==> src/rtl/rire_regs.svh <==
// Constants for the reset and interrupt-return execution block.
// Assumes the core supplies opcodes already fetched, on sys_clk.
// Operation
// RL1 - Software reset returns every register and flag to master-clear values.
// RL2 - Interrupt return sets the high or low priority global enable.
// RL3 - Option bit one restores accumulator, flags, bank selector from shadows.
// RL4 - Interrupt return reloads only PC; both holding latches keep their values.
// RL5 - Return takes two cycles, second a no-op; reset starts after one.
`ifndef RIRE_REGS_SVH
`define RIRE_REGS_SVH

// Opcodes
`define RIRE_OP_RESET 16'h00FF
`define RIRE_OP_RET_BASE 16'h0010
`define RIRE_OP_RET_MASK 16'hFFFE
`define RIRE_RET_S_BIT 0

// Phases of one instruction cycle
`define RIRE_Q1 2'h0
`define RIRE_Q2 2'h1
`define RIRE_Q3 2'h2
`define RIRE_Q4 2'h3
`define RIRE_Q_STEP 2'h1

// Reset values
`define RIRE_ACC_RST 8'h00
`define RIRE_FLAGS_RST 8'h00
`define RIRE_BANK_RST 4'h0
`define RIRE_LATU_RST 5'h00
`define RIRE_LATH_RST 8'h00
`define RIRE_PC_RST 21'h000000
`define RIRE_IR_RST 16'h0000

`endif

==> src/rtl/rire_pkg.sv <==
// Types for the reset and interrupt-return execution block.
// Assumes nothing beyond the constants header.
package rire_pkg;

    typedef enum logic [1:0] {
        RIRE_RUN,
        RIRE_FLUSH
    } rire_state_t;

    typedef struct packed {
        logic [1:0] q;
        rire_state_t st;
        logic [15:0] ir;
        logic ir_valid;
        logic [7:0] acc;
        logic [7:0] flags;
        logic [3:0] bank;
        logic [7:0] acc_sh;
        logic [7:0] flags_sh;
        logic [3:0] bank_sh;
        logic gie_h;
        logic gie_l;
        logic [4:0] latu;
        logic [7:0] lath;
        logic [20:0] pc;
        logic pc_load;
        logic pop;
        logic soft_rst;
        logic flush;
        logic external_master_clear_s1;
        logic external_master_clear_s2;
    } rire_state_s_t;

endpackage

==> src/rtl/rire_exec.sv <==
// Execution of the software reset and the interrupt-return instructions.
// Assumes opcodes arrive at phase Q1 from the core on sys_clk, and that the
// core's stack supplies its top entry and pops on request.
`timescale 1ns/100ps
`default_nettype none
`include "rire_regs.svh"

module rire_exec
    import rire_pkg::*;
(
    input wire logic sys_clk,
    input wire logic nrst,
    input wire logic ce,
    input wire logic external_master_clear_n,
    input wire logic instr_valid,
    input wire logic [15:0] instr_word,
    input wire logic [20:0] return_stack_top,
    input wire logic priority_mode,
    input wire logic irq_was_high,
    input wire logic irq_entry,
    input wire logic irq_entry_high,
    input wire logic acc_wr,
    input wire logic [7:0] acc_wdata,
    input wire logic flags_wr,
    input wire logic [7:0] flags_wdata,
    input wire logic bank_wr,
    input wire logic [3:0] bank_wdata,
    input wire logic latu_wr,
    input wire logic [4:0] latu_wdata,
    input wire logic lath_wr,
    input wire logic [7:0] lath_wdata,
    output logic [1:0] q_phase,
    output logic [7:0] accumulator,
    output logic [7:0] flags,
    output logic [3:0] bank_selector,
    output logic [7:0] accumulator_shadow,
    output logic [7:0] flags_shadow,
    output logic [3:0] bank_selector_shadow,
    output logic high_priority_irq_enable,
    output logic low_priority_irq_enable,
    output logic [4:0] pc_upper_hold_latch,
    output logic [7:0] pc_high_hold_latch,
    output logic [20:0] pc_value,
    output logic pc_load,
    output logic stack_pop,
    output logic soft_reset,
    output logic pipe_flush
);

    // ------------------------------------------------------------------
    // Decode helpers
    // ------------------------------------------------------------------
    function automatic logic is_reset_op(input logic [15:0] w);
        is_reset_op = (w == `RIRE_OP_RESET);
    endfunction

    function automatic logic is_return_op(input logic [15:0] w);
        is_return_op = ((w & `RIRE_OP_RET_MASK) == `RIRE_OP_RET_BASE);
    endfunction

    // ------------------------------------------------------------------
    // State
    // ------------------------------------------------------------------
    rire_state_s_t state_reg;
    rire_state_s_t state_next;

    // ------------------------------------------------------------------
    // Next-state logic
    // ------------------------------------------------------------------
    always_comb begin
        state_next = state_reg;
        state_next.pc_load = 1'b0;
        state_next.pop = 1'b0;
        state_next.soft_rst = 1'b0;

        // Master clear pin through two flops
        state_next.external_master_clear_s1 = external_master_clear_n;
        state_next.external_master_clear_s2 = state_reg.external_master_clear_s1;

        state_next.q = state_reg.q + `RIRE_Q_STEP;

        // Ordinary writes from the rest of the core
        if (acc_wr) begin
            state_next.acc = acc_wdata;
        end
        if (flags_wr) begin
            state_next.flags = flags_wdata;
        end
        if (bank_wr) begin
            state_next.bank = bank_wdata;
        end
        if (latu_wr) begin
            state_next.latu = latu_wdata;
        end
        if (lath_wr) begin
            state_next.lath = lath_wdata;
        end

        // Interrupt entry saves the live context and masks further entry
        if (irq_entry) begin
            state_next.acc_sh = state_reg.acc;
            state_next.flags_sh = state_reg.flags;
            state_next.bank_sh = state_reg.bank;
            if (priority_mode && !irq_entry_high) begin
                state_next.gie_l = 1'b0;
            end else begin
                state_next.gie_h = 1'b0;
            end
        end

        case (state_reg.st)
            RIRE_RUN: begin
                if (state_reg.q == `RIRE_Q1) begin
                    state_next.ir = instr_word;
                    state_next.ir_valid = instr_valid;
                end
                if (state_reg.ir_valid && state_reg.q == `RIRE_Q2 &&
                    is_reset_op(state_reg.ir)) begin
                    state_next.soft_rst = 1'b1; // [RL5]
                end
                if (state_reg.ir_valid && state_reg.q == `RIRE_Q4 &&
                    is_return_op(state_reg.ir)) begin
                    // Only the PC is reloaded; latches are left as they are
                    state_next.pc = return_stack_top; // [RL4]
                    state_next.pc_load = 1'b1;
                    state_next.pop = 1'b1;
                    if (priority_mode && !irq_was_high) begin
                        state_next.gie_l = 1'b1; // [RL2]
                    end else begin
                        state_next.gie_h = 1'b1; // [RL2]
                    end
                    if (state_reg.ir[`RIRE_RET_S_BIT]) begin
                        state_next.acc = state_reg.acc_sh; // [RL3]
                        state_next.flags = state_reg.flags_sh; // [RL3]
                        state_next.bank = state_reg.bank_sh; // [RL3]
                    end
                    state_next.ir_valid = 1'b0;
                    state_next.flush = 1'b1; // [RL5]
                    state_next.st = RIRE_FLUSH; // [RL5]
                end
            end
            RIRE_FLUSH: begin
                // Refetch cycle: opcode presented now is dropped
                state_next.ir_valid = 1'b0;
                if (state_reg.q == `RIRE_Q4) begin
                    state_next.flush = 1'b0; // [RL5]
                    state_next.st = RIRE_RUN;
                end
            end
            default: begin
                state_next.st = RIRE_RUN;
                state_next.flush = 1'b0;
            end
        endcase

        // Software reset or master clear: same values everywhere
        if (state_reg.soft_rst || !state_reg.external_master_clear_s2) begin
            state_next.q = `RIRE_Q1; // [RL1]
            state_next.st = RIRE_RUN; // [RL1]
            state_next.ir = `RIRE_IR_RST;
            state_next.ir_valid = 1'b0; // [RL1]
            state_next.acc = `RIRE_ACC_RST; // [RL1]
            state_next.flags = `RIRE_FLAGS_RST; // [RL1]
            state_next.bank = `RIRE_BANK_RST; // [RL1]
            state_next.acc_sh = `RIRE_ACC_RST; // [RL1]
            state_next.flags_sh = `RIRE_FLAGS_RST; // [RL1]
            state_next.bank_sh = `RIRE_BANK_RST; // [RL1]
            state_next.gie_h = 1'b0; // [RL1]
            state_next.gie_l = 1'b0; // [RL1]
            state_next.latu = `RIRE_LATU_RST; // [RL1]
            state_next.lath = `RIRE_LATH_RST; // [RL1]
            state_next.pc = `RIRE_PC_RST; // [RL1]
            state_next.pc_load = 1'b0;
            state_next.pop = 1'b0;
            state_next.flush = 1'b0;
        end
    end

    // ------------------------------------------------------------------
    // State register
    // ------------------------------------------------------------------
    always_ff @(posedge sys_clk or negedge nrst) begin
        if (!nrst) begin
            state_reg.q <= `RIRE_Q1;
            state_reg.st <= RIRE_RUN;
            state_reg.ir <= `RIRE_IR_RST;
            state_reg.ir_valid <= 1'b0;
            state_reg.acc <= `RIRE_ACC_RST;
            state_reg.flags <= `RIRE_FLAGS_RST;
            state_reg.bank <= `RIRE_BANK_RST;
            state_reg.acc_sh <= `RIRE_ACC_RST;
            state_reg.flags_sh <= `RIRE_FLAGS_RST;
            state_reg.bank_sh <= `RIRE_BANK_RST;
            state_reg.gie_h <= 1'b0;
            state_reg.gie_l <= 1'b0;
            state_reg.latu <= `RIRE_LATU_RST;
            state_reg.lath <= `RIRE_LATH_RST;
            state_reg.pc <= `RIRE_PC_RST;
            state_reg.pc_load <= 1'b0;
            state_reg.pop <= 1'b0;
            state_reg.soft_rst <= 1'b0;
            state_reg.flush <= 1'b0;
            state_reg.external_master_clear_s1 <= 1'b1;
            state_reg.external_master_clear_s2 <= 1'b1;
        end else if (ce) begin
            state_reg <= state_next;
        end
    end

    // ------------------------------------------------------------------
    // Outputs
    // ------------------------------------------------------------------
    assign q_phase = state_reg.q;
    assign accumulator = state_reg.acc;
    assign flags = state_reg.flags;
    assign bank_selector = state_reg.bank;
    assign accumulator_shadow = state_reg.acc_sh;
    assign flags_shadow = state_reg.flags_sh;
    assign bank_selector_shadow = state_reg.bank_sh;
    assign high_priority_irq_enable = state_reg.gie_h;
    assign low_priority_irq_enable = state_reg.gie_l;
    assign pc_upper_hold_latch = state_reg.latu;
    assign pc_high_hold_latch = state_reg.lath;
    assign pc_value = state_reg.pc;
    assign pc_load = state_reg.pc_load;
    assign stack_pop = state_reg.pop;
    assign soft_reset = state_reg.soft_rst;
    assign pipe_flush = state_reg.flush;

endmodule // rire_exec

`default_nettype wire

==> config.mk <==
export PLATFORM = sky130hd
export DESIGN_NAME = rire_exec
export DESIGN_NICKNAME = d
export VERILOG_FILES = /design/src/rtl/rire_pkg.sv /design/src/rtl/rire_exec.sv
export VERILOG_INCLUDE_DIRS = /design/src /design/src/rtl
export SDC_FILE = /design/constraint.sdc
export NUM_CORES = 1
export LEC_CHECK = 0
export BUFFER_PORTS_ARGS = -buffer_cell sky130_fd_sc_hd__buf_2
export CAP_MARGIN = 20
export CORE_UTILIZATION = 51
export CTS_CLUSTER_SIZE = 30
export DETAILED_ROUTE_END_ITERATION = 10
export HOLD_SLACK_MARGIN = 0.15
export PLACE_DENSITY = 0.8
export REMOVE_ABC_BUFFERS = 1
export SETUP_SLACK_MARGIN = 0.05
export SYNTH_ARGS = -nofsm -noshare
export SYNTH_HDL_FRONTEND = slang
export SYNTH_SLANG_ARGS = --single-unit
==> constraint.sdc <==
create_clock -name sys_clk -period 2 [get_ports sys_clk]
set_input_delay 0.2 -clock sys_clk [delete_from_list [all_inputs] [get_ports sys_clk]]
set_output_delay 0.2 -clock sys_clk [all_outputs]
set_load 0.005 [all_outputs]
* Word level (Yosys, flattened, before mapping) *
Index checks and enable logic that the tools add are counted.

word-level totals
  flip-flop bits (word level) = 103
  logic and storage cells = 85

operators by class
  muxes and demuxes = 29
  equal/unequal tests = 8
  $add $sub $neg = 1
  reduce and logical (&&, ||, !) cells = 26

operators with widths
  kind                                                   count
  2-to-1 mux 99 bit                                      1
  2-to-1 mux 20 bit                                      2
  2-to-1 mux 24 bit                                      1
  2-to-1 mux 8 bit                                       3
  2-to-1 mux 23 bit                                      1
  2-to-1 mux 22 bit                                      1
  2-to-1 mux 21 bit                                      1
  2-to-1 mux 17 bit                                      1
  equality test 16 x 8 -> 1 bit (second input constant)  1
  2-to-1 mux 16 bit                                      1
  equality test 15 x 4 -> 1 bit (second input constant)  1
  AND reduction 3 bit                                    4
  nonzero test 2 bit                                     6
  2-to-1 mux 1 bit                                       8
  2-to-1 mux 2 bit                                       4
  logical AND 1 bit                                      6
  != test 3 bit (second input constant)                  2
  AND reduction 2 bit                                    3
  2-to-1 mux 5 bit                                       1
  equality test 2 x 1 -> 1 bit (second input constant)   2
  zero test 2 bit                                        2
  2-to-1 mux 4 bit                                       1
  != test 4 bit (second input constant)                  1
  one-hot mux 1 bit (2 select lines)                     2
  6 further kinds                                        8

* Depth between registers and ports, before layout *
  depth after elaboration = 8
  gate-level depth with buffers = 6

* Worst setup path before layout *
OpenSTA, ideal clock, no wires.

  path type = register -> register
  from = register state_reg, in the netlist q_phase[0]
  to = register state_reg, in the netlist pc_value[0]
  period minus slack after synthesis = 1633 ps
  slack = 367 ps
  arrival time = 1512 ps
  required time = 1879 ps
  stages on the path, launching flop included = 7
  cells stage by stage = dfrtp_1 > ha_1 > nor3b_1 > and2_2 > a32oi_2 > buf_6 > a22o_1

between the ends
  longest elaborated chain between the ends = 5

ends and longest elaborated chain
  what                           line              text
  start: declaration             rire_exec.sv:64   rire_state_s_t state_reg;
  start signal: assignment       rire_exec.sv:206  state_reg <= state_next;
  equality test 2 bit (no line)  n/a
  logical AND 1 bit (no line)    n/a
  logical AND 1 bit              rire_exec.sv:121  if (state_reg.ir_valid && state_reg.q == `RIRE_Q4 &&
  nonzero test 2 bit (no line)   n/a
  AND reduction 3 bit (no line)  n/a

Every way passes these cells.
A chain may end at the register's enable or synchronous reset.

* Final worst setup path *
  from = register state_reg, in the netlist q_phase[1]
  to = register state_reg, in the netlist pc_value[5]

Same word-level chain as after synthesis.

==> flow_summary.yaml <==
setup_path:
  critPathSlowestCell: "a32oi_2"
  crit_type: "register to register"
  required_ps: 2310
  worstSetupEndpoint: "pc_value[5]"
  crit_chain: "ha_1 > nor3b_2 > and2_2 > a32oi_2 > a22o_1"
  crit_fanout: 10
  r2r_start: "q_phase[1]"
  critPathArrivalTime_ps: 2170
  worst_setup_path_start_kind: "register"
  end_kind: "register"
  ff2ff_setup_slack_ps: 140
  critPathLaunch: "q_phase[1]"
  reg2reg_depth: 5
  max_stage_delay_ps: 530
  r2r-end: "pc_value[5]"
detailed_routing:
  drt-vias-per-instance: 5.67
  dr.pass1.iters: 7
  final_antenna_net_count: 0
  num_vias: 4171
  post_drt_wl_per_cell_um: 17.9
  wl_um: 13200
  route.detailed.drc: 0
  drtIter0Drc: 319
cells_and_area:
  largest_reg_flops: 21
  nFillCells: 732
  num-nets-final: 689
  n_antenna_cell: 0
  drive_gt1_share_pct: 35.1
  final_util_pct: 65.8
  synthToLayoutAreaGrowth_pct: 22.7
pwr:
  p_leak_nw: 3.11
  vdd_drop_max_v: 0.000416
  power.density_nw_per_um2: 734
  power_mw: 4.53
global_route:
  grt_pass1_vias: 4106
  grt-ovfl-total: 0
  grt_pass1_wl_um: 20300
  grt_max_degree: 40
  grt.total_usage_pct: 25.5
  antenna_found_initial: 0
clock_tree:
  path_clk_slew_ps: 100
  root_buffer: "clkbuf_8"
  cts.sinks: 100
  h-tree-depth: 3
  clk_latency_ps: 370
  clockBufferDepth: 2
  cts_tree: "yes"
  cts_made_buffers: 9
logic_synthesis:
  synth_warnings: 0
  avgSynthCellArea_sq_um: 10.8
  synth_top_area_share_pct: 48.8
  synth_area_leaders: "dfrtp_1 49%, a22o_1 12%, buf_4 12%"
  synth_most_common_cell: "dfrtp_1"
  yosys_most_used_dff: "dfrtp_1"
  yosys.area.top_type: "dfrtp_1"
  synthCells: 464
  ys_ff_latch: 100
  async_flop_share_pct: 100
  ys_types: 40
  syn_area_sq_um: 5020
  synth_edf_count: 0
  synth_common_cells: "98 x dfrtp_1, 77 x buf_4, 71 x a22o_1"
  ys_seq_area_share_pct: 49.9
hold_path:
  hp-class: "primary input to register"
floorplanning:
  core_area_sq_um: 9370
  die_area_sq_um: 10300
  io_pins: 166
  row_count: 35
  start_util_pct: 53.6
  die_y_um: 101
  die_w_um: 101
timing:
  finalHoldViolCount: 0
  tightest_slew_ps: 887
  fin_worst_skew_ps: 19.2
  period_needed_ps: 1860
  drv_slew: 0
  fmax_mhz: 539
  fin_worst_hold_slack_ps: 180
  rsz0062_at_grt: "false"
  fin_crit_sh_pct: 92.8
  setup-tns-final_ps: 0
  setup_violations: 0
  max_slew_margin_pct: 40.8
flow_run:
  max-cap-violations: 0
outcome:
  outcome: "finished, final reports clean"
placement:
  port_buffers: 165
  gp_congestion: 0.842
  place_hpwl_um: 8400
==> final cells by class <==
type	instances	area, sq um	share of cell area (%)
repair buffers	236	1530	24.8
well taps	129	161	2.62
clock buffers	9	124	2.01
multi-input cells	229	1700	27.5
flip-flops and latches	100	2500	40.6
inverters	26	97.6	1.58
clock inverters	7	55.1	0.893
==> what timing repair did <==
item | 4_1_cts | 5_1_grt
hold endpoints to repair | 89 | 0
setup buffers | 0 | 0
pin swaps | 0 | 1
gates resized for setup | 2 | 4
endpoints found under the setup margin | 37 | 41
gates cloned | 0 | 1
hold buffers | 54 | 0
==> how the worst min path moves through the flow <==
stage | startpoint | end | slack [ps] | depth (start not counted)
2_1_floorplan | nrst | accumulator[0] | -100 | 0
3_3_place_gp | nrst | accumulator_shadow[1] | 210 | 1
3_5_place_dp | nrst | accumulator_shadow[5] | 210 | 1
4_1_cts | priority_mode | high_priority_irq_enable | 150 | 3
5_1_grt | priority_mode | high_priority_irq_enable | 180 | 3
6_report | priority_mode | high_priority_irq_enable | 180 | 3
==> layout by cell type, fill, tap and decap left out, types with 2 or more instances in the layout <==
cell           Yosys  routed
nor4_1            20      20
buf_12             0       2
buf_4             77      14
a31oi_1           20      20
nand2b_1           4       4
a22o_1            71      71
o21ai_1            2       2
nand3_1            2       2
nor2b_1            4       4
and3_1             7       7
ha_1               3       3
nand2_1           25      25
inv_1             26      26
o21ai_0           27      26
mux2_2             2       2
buf_6              8       2
inv_6              0       4
clkbuf_8           0       9
nor2_1             2       2
dfstp_2            2       2
nor4_4             1       2
buf_2              7     164
clkinvlp_4         0       2
dlygate4sd3_1      0      54
dfrtp_1           98      98
o32ai_1           21      21
==> where the power goes <==
part | internal (mW) | switching [mW]
logic | 0.454 | 0.512
registers | 2.20 | 0.152
clock network | 0.469 | 0.741
==> routing by layer <==
layer,vias up,track usage [%],wire length [um]
met2,200,41.6,6490
met1,2035,34.4,5550
met5,-,0,0
met3,25,4.49,913
li1,1911,-,-
met4,0,9.14,252
==> worst max-delay path: cells and delay by family, from the launching register on <==
family,cells,cell delay [ps]
adders and majority gates,1,200
and+or+nand+nor,2,420
DFF,1,410
AOI/OAI and AO/OA,2,770
==> kinds of logic after synthesis <==
kind of cell / count (synthesis) / share of synthesized area [%]
AOI/OAI and AO/OA: 148 / 22.7
adders and majority gates: 3 / 0.747
buffers and inverters: 136 / 17.3
DFF: 100 / 49.9
muxes: 3 / 0.647
and+or+nand+nor: 74 / 8.79
==> per-stage QoR <==
stage | std cells | cell area, sq um | setup WS [ps]
finish | 736 | 6170 | 144
global placement | 665 | 5400 | 14.5
floorplan | 354 | 4250 | -167
CTS | 735 | 6130 | 46.3
detailed placement | 665 | 5400 | -189
global route | 736 | 6170 | 51.5
Power figures use the tool's default switching activity.
